$ cat src/design/ssp_defines.svh
// Constants of the serial port master: register offsets, field positions, resets, divider counts.
// Assumes inclusion by bare name from the top module and the bench.
`ifndef SSP_DEFINES_SVH
`define SSP_DEFINES_SVH

// ****************************************
// Register offsets
// ****************************************
`define SSP_ADDR_BUF       8'h13
`define SSP_ADDR_CTRL      8'h14
`define SSP_ADDR_STAT      8'h94
`define SSP_ADDR_IRQ_STAT  8'h0C
`define SSP_ADDR_IRQ_MASK  8'h8C

// ****************************************
// Reset values
// ****************************************
`define SSP_CTRL_RESET     8'h00
`define SSP_STAT_RESET     8'h00
`define SSP_BYTE_RESET     8'h00

// ****************************************
// Field positions
// ****************************************
`define SSP_CTRL_SDO_DIS   6
`define SSP_CTRL_EN        5
`define SSP_CTRL_CKP       4
`define SSP_CTRL_RATE_HI   3
`define SSP_CTRL_RATE_LO   0
`define SSP_STAT_SMP       7
`define SSP_STAT_CKE       6
`define SSP_STAT_BF        0

// ****************************************
// Divider counts, half bit period in clocks; last bit index, status zero fill
// ****************************************
`define SSP_HALF_DIV4      2
`define SSP_HALF_DIV16     8
`define SSP_HALF_DIV64     32
`define SSP_LAST_BIT       3'h7
`define SSP_ZERO_FILL      5'h00

`endif

$ cat src/design/ssp_pkg.sv
// Types of the serial port master: register request carrier, states, rate encodings.
// Assumes nothing from ssp_defines.svh; it includes no file.
package ssp_pkg;

  // ****************************************
  // Register request carrier
  // ****************************************
  typedef struct packed {
    logic [7:0] addr;
    logic [7:0] wdata;
    logic       wr;
    logic       rd;
  } ssp_bus_req_t;

  // ****************************************
  // Engine state and bit rate selects
  // ****************************************
  typedef enum logic {
    SSP_IDLE  = 1'b0,
    SSP_SHIFT = 1'b1
  } ssp_state_t;

  typedef enum logic [3:0] {
    SSP_RATE_DIV4  = 4'h0,
    SSP_RATE_DIV16 = 4'h1,
    SSP_RATE_DIV64 = 4'h2,
    SSP_RATE_TMR   = 4'h3
  } ssp_rate_t;

endpackage

$ cat src/design/ssp_master.sv
// SPI master of the synchronous serial port: registers, clock divider, shift engine, interrupt.
// Assumes one 50 MHz clock; periodic_timer_i is a one-cycle pulse on that clock; sdi_i is a raw pin.
//
// Function
// - Completed byte moves to buffer, sets flag
// - Buffer write loads buffer and shifter together
// - Buffer write starts transfer immediately
// - Master drives clock, starts anytime
// - Receive-only still shifts and delivers bytes
// - Most significant bit shifted first
// - Rate: osc/4, /16, /64, timer/2
// - Clock idle level follows polarity bit
// - Edge select picks output change edge
// - First bit valid before first edge if edge select set
// - Sample select clear: sample mid-bit
// - Buffer-full reads one when byte held
// - Status upper two writable, rest read-only
// - Shift register has no software access
// - Control register fully readable and writable
`include "ssp_defines.svh"
`timescale 1ns/1ns
`default_nettype none

module ssp_master
  import ssp_pkg::*;
#(
  parameter int HALF_W = 6
) (
  input  wire logic         sys_clk_i,
  input  wire logic         rst_b_i,
  input  wire ssp_bus_req_t bus_req_i,
  output logic [7:0]        rdata_o,
  input  wire logic         periodic_timer_i,
  input  wire logic         sdi_i,
  output logic              sck_o,
  output logic              sdo_o,
  output logic              sdo_oe_b_o,
  output logic              irq_o
);

  // ****************************************
  // Parameter check
  // ****************************************
  generate
    if (HALF_W < 6) begin : g_bad_width
      $error("HALF_W too narrow for the slowest divider");
    end
  endgenerate

  // ****************************************
  // Storage
  // ****************************************
  logic [7:0]        ctrl;
  logic              sample_point_select;
  logic              cke;
  logic              bf;
  logic [7:0]        data_buf;
  logic [7:0]        shreg;
  logic              irq_flag;
  logic              irq_mask;
  ssp_state_t        state;
  logic [2:0]        bit_cnt;
  logic              half;
  logic              mid_bit;
  logic [1:0]        mid_dly;
  logic [HALF_W-1:0] div_cnt;
  logic              sck;
  logic              serial_out_pin;
  logic              sdi_meta;
  logic              sdi_sync;

  // ****************************************
  // Decode
  // ****************************************
  // The shifter has no address of its own; only the buffer reaches it
  wire       hit_buf   = bus_req_i.addr == `SSP_ADDR_BUF;
  wire       hit_ctrl  = bus_req_i.addr == `SSP_ADDR_CTRL;
  wire       hit_stat  = bus_req_i.addr == `SSP_ADDR_STAT;
  wire       hit_istat = bus_req_i.addr == `SSP_ADDR_IRQ_STAT;
  wire       hit_imask = bus_req_i.addr == `SSP_ADDR_IRQ_MASK;
  wire       wr_buf    = bus_req_i.wr & hit_buf;
  wire       wr_ctrl   = bus_req_i.wr & hit_ctrl;
  wire       wr_stat   = bus_req_i.wr & hit_stat;
  wire       wr_istat  = bus_req_i.wr & hit_istat;
  wire       wr_imask  = bus_req_i.wr & hit_imask;
  wire       rd_buf    = bus_req_i.rd & hit_buf;

  wire       en        = ctrl[`SSP_CTRL_EN];
  wire       clock_polarity_select       = ctrl[`SSP_CTRL_CKP];
  wire       sdo_dis   = ctrl[`SSP_CTRL_SDO_DIS];
  wire [3:0] rate      = ctrl[`SSP_CTRL_RATE_HI:`SSP_CTRL_RATE_LO];
  wire       busy      = state == SSP_SHIFT;

  // Transfer begins on the buffer write itself
  wire       start     = wr_buf & en & ~busy;

  // ****************************************
  // Bit rate divider
  // ****************************************
  wire [HALF_W-1:0] half_len =
    (rate == SSP_RATE_DIV16) ? HALF_W'(`SSP_HALF_DIV16) :
    (rate == SSP_RATE_DIV64) ? HALF_W'(`SSP_HALF_DIV64) :
                               HALF_W'(`SSP_HALF_DIV4);
  wire       div_end   = div_cnt == half_len - HALF_W'(1);
  // Timer pulse toggles the clock, giving timer rate over two
  wire       div_tick  = (rate == SSP_RATE_TMR) ? periodic_timer_i : div_end;
  wire       tick      = busy & div_tick;

  always_ff @(posedge sys_clk_i or negedge rst_b_i) begin
    if (!rst_b_i) begin
      div_cnt <= '0;
    end else if (!busy || div_end) begin
      div_cnt <= '0;
    end else begin
      div_cnt <= div_cnt + HALF_W'(1);
    end
  end

  // ****************************************
  // Input synchroniser
  // ****************************************
  always_ff @(posedge sys_clk_i or negedge rst_b_i) begin
    if (!rst_b_i) begin
      sdi_meta <= 1'b0;
      sdi_sync <= 1'b0;
    end else begin
      sdi_meta <= sdi_i;
      sdi_sync <= sdi_meta;
    end
  end

  // ****************************************
  // Shift engine
  // ****************************************
  wire       last      = bit_cnt == `SSP_LAST_BIT;
  wire       end_tick  = tick & half;
  wire       mid_tick  = tick & ~half;
  wire       done      = end_tick & last;
  // Sample at end of bit or at its middle
  wire       rx_bit    = (sample_point_select | mid_dly[1]) ? sdi_sync : mid_bit;
  wire [7:0] next_rx   = {shreg[6:0], rx_bit};
  // First half active when edge select clear, idle when set
  wire       sck_first = cke ? clock_polarity_select : ~clock_polarity_select;

  always_ff @(posedge sys_clk_i or negedge rst_b_i) begin
    if (!rst_b_i) begin
      state   <= SSP_IDLE;
      shreg   <= `SSP_BYTE_RESET;
      bit_cnt <= '0;
      half    <= 1'b0;
      sck     <= 1'b0;
      serial_out_pin     <= 1'b0;
    end else if (!en) begin
      state   <= SSP_IDLE;
      bit_cnt <= '0;
      half    <= 1'b0;
      sck     <= clock_polarity_select;
    end else if (start) begin
      state   <= SSP_SHIFT;
      shreg   <= bus_req_i.wdata;
      serial_out_pin     <= bus_req_i.wdata[7];
      sck     <= sck_first;
      bit_cnt <= '0;
      half    <= 1'b0;
    end else if (mid_tick) begin
      half    <= 1'b1;
      sck     <= ~sck;
    end else if (end_tick) begin
      half    <= 1'b0;
      shreg   <= next_rx;
      serial_out_pin     <= shreg[6];
      bit_cnt <= bit_cnt + 3'h1;
      sck     <= last ? clock_polarity_select : sck_first;
      if (last) begin
        state <= SSP_IDLE;
      end
    end else if (!busy) begin
      sck     <= clock_polarity_select;
    end
  end

  // ****************************************
  // Mid-bit sample alignment
  // ****************************************
  // Mid tick delayed by the two synchroniser stages
  // Timer pulses need two clocks between them
  always_ff @(posedge sys_clk_i or negedge rst_b_i) begin
    if (!rst_b_i) begin
      mid_dly <= 2'h0;
      mid_bit <= 1'b0;
    end else begin
      mid_dly <= {mid_dly[0], mid_tick};
      if (mid_dly[1]) begin
        mid_bit <= sdi_sync;
      end
    end
  end

  // ****************************************
  // Registers
  // ****************************************
  always_ff @(posedge sys_clk_i or negedge rst_b_i) begin
    if (!rst_b_i) begin
      ctrl <= `SSP_CTRL_RESET;
      sample_point_select  <= 1'(`SSP_STAT_RESET >> `SSP_STAT_SMP);
      cke  <= 1'(`SSP_STAT_RESET >> `SSP_STAT_CKE);
    end else begin
      if (wr_ctrl) begin
        ctrl <= bus_req_i.wdata;
      end
      if (wr_stat) begin
        sample_point_select <= bus_req_i.wdata[`SSP_STAT_SMP];
        cke <= bus_req_i.wdata[`SSP_STAT_CKE];
      end
    end
  end

  always_ff @(posedge sys_clk_i or negedge rst_b_i) begin
    if (!rst_b_i) begin
      data_buf <= `SSP_BYTE_RESET;
    end else if (start) begin
      data_buf <= bus_req_i.wdata;
    end else if (done) begin
      data_buf <= next_rx;
    end
  end

  // Set wins over the clearing read
  always_ff @(posedge sys_clk_i or negedge rst_b_i) begin
    if (!rst_b_i) begin
      bf <= 1'b0;
    end else if (done) begin
      bf <= 1'b1;
    end else if (rd_buf) begin
      bf <= 1'b0;
    end
  end

  // ****************************************
  // Interrupt
  // ****************************************
  always_ff @(posedge sys_clk_i or negedge rst_b_i) begin
    if (!rst_b_i) begin
      irq_flag <= 1'b0;
      irq_mask <= 1'b0;
      irq_o    <= 1'b0;
    end else begin
      if (done) begin
        irq_flag <= 1'b1;
      end else if (wr_istat && bus_req_i.wdata[0]) begin
        irq_flag <= 1'b0;
      end
      if (wr_imask) begin
        irq_mask <= bus_req_i.wdata[0];
      end
      irq_o <= irq_flag & irq_mask;
    end
  end

  // ****************************************
  // Read path and pins
  // ****************************************
  wire [7:0] stat_val = {sample_point_select, cke, `SSP_ZERO_FILL, bf};
  wire [7:0] rd_mux =
    hit_buf   ? data_buf :
    hit_ctrl  ? ctrl :
    hit_stat  ? stat_val :
    hit_istat ? {7'h00, irq_flag} :
    hit_imask ? {7'h00, irq_mask} :
                8'h00;

  always_ff @(posedge sys_clk_i or negedge rst_b_i) begin
    if (!rst_b_i) begin
      rdata_o    <= 8'h00;
      sck_o      <= 1'b0;
      sdo_o      <= 1'b0;
      sdo_oe_b_o <= 1'b1;
    end else begin
      rdata_o    <= bus_req_i.rd ? rd_mux : 8'h00;
      sck_o      <= sck;
      sdo_o      <= serial_out_pin;
      sdo_oe_b_o <= ~(en & ~sdo_dis);
    end
  end
endmodule // ssp_master

`default_nettype wire

$ cat config.mk
export PLATFORM = sky130hd
export DESIGN_NAME = ssp_master
export DESIGN_NICKNAME = d
export VERILOG_FILES = /design/src/design/ssp_pkg.sv /design/src/design/ssp_master.sv
export VERILOG_INCLUDE_DIRS = /design/src /design/src/design
export SDC_FILE = /design/constraint.sdc
export NUM_CORES = 1
export LEC_CHECK = 0
export BUFFER_PORTS_ARGS = -buffer_cell sky130_fd_sc_hd__buf_2
export CORE_AREA = 4 4 94 96
export CTS_CLUSTER_DIAMETER = 80
export DETAILED_ROUTE_END_ITERATION = 8
export DIE_AREA = 0 0 98 100
export PLACE_DENSITY_LB_ADDON = 0.3
export RECOVER_POWER = 100
export SYNTH_ARGS = -nofsm -noshare
export SYNTH_HDL_FRONTEND = slang
export SYNTH_SLANG_ARGS = --single-unit
$ cat constraint.sdc
create_clock -name sys_clk_i -period 2.65 [get_ports sys_clk_i]
set_clock_uncertainty 0.05 [all_clocks]
set_input_delay 0.53 -clock sys_clk_i [delete_from_list [all_inputs] [get_ports sys_clk_i]]
set_output_delay 0.53 -clock sys_clk_i [all_outputs]
set_load 0.01 [all_outputs]
==> metrics.cfg <==
[setup_path]
critPathKind = reg -> reg
cp-start-kind = flip-flop
end_kind = flip-flop
cp_max_fo = 17
arrival_ns = 2.53
worstPathRequired_ns = 2.86

[timing]
fin_tns_setup_ns = 0
period_minus_slack_ns = 2.32
timing.final.crit_share = 0.876
slew_headroom = 0.0244
max_freq_ghz = 0.431
slew_viol_final = 0
hold_viol_final = 0
rsz0062_at_grt = false
setup_slack_ns = 0.329
worst_pin_slew_ns = 1.46
finalSetupViolCount = 0

[detailed_routing]
wl_um = 6210
drtIter0Drc = 91
wire_per_inst_um = 14.9
num_vias = 2128
final_antenna_net_count = 0
firstDrtPassIters = 4
drc = 0
via_per_inst = 5.12

[placed_design]
io_buffers = 33
hpwlAfterDp_um = 4550
routabilityCongestion = 0.817
dpl_worst_slack_ns = 0.298

[layout]
multiInputGateArea_sq_um = 1240
finalNetCount = 331
diodes = 0
syn_to_final_growth_pct = 17.2
ff_latch_area_sq_um = 1450
drive_gt1_frac = 0.193
fill_cells = 804

[yosys]
syn_area_sq_um = 2770
async_flop_share = 1.00
ys_dominant_reg_cell = dfrtp_1
yosys-top-cells-area = dfrtp_1, mux2_2, nand2_1
syn_nets = 289
synth_cells = 264
avgSynthCellArea_sq_um = 10.5
synth_top_area_cell = dfrtp_1
synth_cell_types = 49
synth-seq-cells = 58
synth-edff-count = 0
ys_warn_count = 0
netlist.area_leader.share = 0.515
ys_seq_area_frac = 0.524

[die]
core_area_sq_um = 8050
start_util = 0.344
pin_count = 34
die_h_um = 100
design.die.area_sq_um = 9800
dieWidth_um = 98
fp-row-count = 33

[clock_tree]
cts-resized-gates = 0
cts_tree = yes
cts_hold_buf = 0
worstSkewPairLatency_ns = 0.34
cts.sinks = 58
clockBufferDepth = 2
cts_buffers = 9
clk_pin_slew_ns = 0.07
h-tree-depth = 3
post_cts_buffers = 0
clockRootBuffer = clkbuf_8

[grt]
grt_pass1_vias = 2118
antenna_found_initial = 0
overflow = 0
grt_pass1_wl_um = 10500
grt_max_degree = 32
track_usage = 0.136

[status]
status = complete, no violations

[power_and_ir_drop]
ir_drop_mv = 0.233
p_leak_nw = 1.51
p_per_area_nw_per_um2 = 553

[min_path]
hold_class = in -> reg

[run]
max_cap_violations = 0

-- power breakdown --
| group | leakage, nW | switching [mW] | internal [mW] |
|---|---|---|---|
| Sequential | 0.790 | 0.0145 | 0.901 |
| Combinational | 0.637 | 0.0487 | 0.0320 |
| Clock | 0.0873 | 0.370 | 0.429 |
-- sequential cells by signal (all words and copies together), names as in the netlist --
| name | count |
|---|---|
| bf | 1 |
| bit_cnt | 3 |
| busy | 1 |
| cke | 1 |
| ctrl | 8 |
| data_buf | 8 |
| div_cnt | 6 |
| half | 1 |
| irq_flag | 1 |
| irq_mask | 1 |
| irq_o | 1 |
| mid_bit | 1 |
| mid_dly | 2 |
| rdata_o | 8 |
| sample_point_select | 1 |
| sck | 1 |
| sck_o | 1 |
| sdi_meta | 1 |
| sdi_sync | 1 |
| sdo_o | 1 |
| sdo_oe_b_o | 1 |
| serial_out_pin | 1 |
| shreg | 7 |
-- critical path, cell delays in order, from the launching register on --
cell and delay [ns]:
dfrtp_1 0.45, or3b_1 0.40, a32o_1 0.25, o221ai_1 0.15, clkbuf_1 0.58, o21ai_0 0.20
a21oi_1 0.16
-- per-stage QoR --
step / power, mW / instances / hold WS [ns] / util / instance area, sq um
final: 1.79 / 416 / 0.243 / 0.403 / 3250
after global routing: 1.87 / 416 / 0.231 / 0.403 / 3250
after CTS: 1.83 / 416 / 0.176 / 0.409 / 3300
after detailed placement: 1.02 / 400 / 0.289 / 0.385 / 3100
after global placement: 1.02 / 400 / 0.284 / 0.385 / 3100
after floorplan: 0.959 / 264 / 0.184 / - / 2770
-- path summary, 6_finish.rpt --
path,from,to,slack [ns],cells after the start
min in group asynchronous,rst_b_i,sdi_meta,0.47,1
setup / recovery,ctrl[1],busy,0.33,6
hold / removal,sdi_i,sdi_meta,0.24,1
setup reg to reg,ctrl[1],busy,0.33,6
hold reg to reg,sdi_meta,sdi_sync,0.30,0
max in group asynchronous,rst_b_i,rdata_o[3],0.66,2
-- layout make-up --
class                           instances  share of cell area
Clock buffer                            9              0.0382
Clock inverter                          7              0.0216
Timing Repair Buffer                   42              0.0605
Sequential cell                        58               0.447
Tap cell                              105              0.0405
Multi-Input combinational cell        186               0.382
Inverter                                9              0.0104
-- cell usage after synthesis, types with 3 or more instances --
cell	n
a22o_1	7
nor2b_1	8
clkbuf_1	8
a31oi_1	9
ha_1	3
and2_1	6
or3_1	3
nor3_1	3
dfrtp_1	57
a21oi_1	15
xor2_1	3
nor4b_1	3
buf_2	3
nand3_1	6
mux2_2	18
and3_1	4
inv_1	9
nor2_1	21
o21ai_0	14
nand2_1	28
-- per-layer routing --
metal,global-route usage,vias to the layer above,share of wire
met5,0,-,0
li1,-,1039,-
met1,0.185,1027,0.47
met3,0.0313,8,0.049
met2,0.202,54,0.46
met4,0.0703,0,0.017
-- cells by family after synthesis --
logic type	count (synthesis)	share of synthesized area
compound gates	64	0.161
xor+xnor	5	0.0158
fa+ha+maj	3	0.0136
buf+inv	20	0.0285
flops	58	0.524
mux	22	0.0885
simple gates	92	0.168
-- placed cells by master (no fill, tap or decap), types with 7 or more instances in the layout --
cell	netlist	final
nor2b_1	8	8
inv_1	9	9
a22o_1	7	7
a21oi_1	15	15
mux2_2	18	18
buf_2	3	18
clkbuf_8	0	9
dfrtp_1	57	57
a31oi_1	9	9
nor2_1	21	21
clkbuf_1	8	19
o21ai_0	14	15
nand2_1	28	28
No activity file was read; power rests on OpenSTA's default activity.
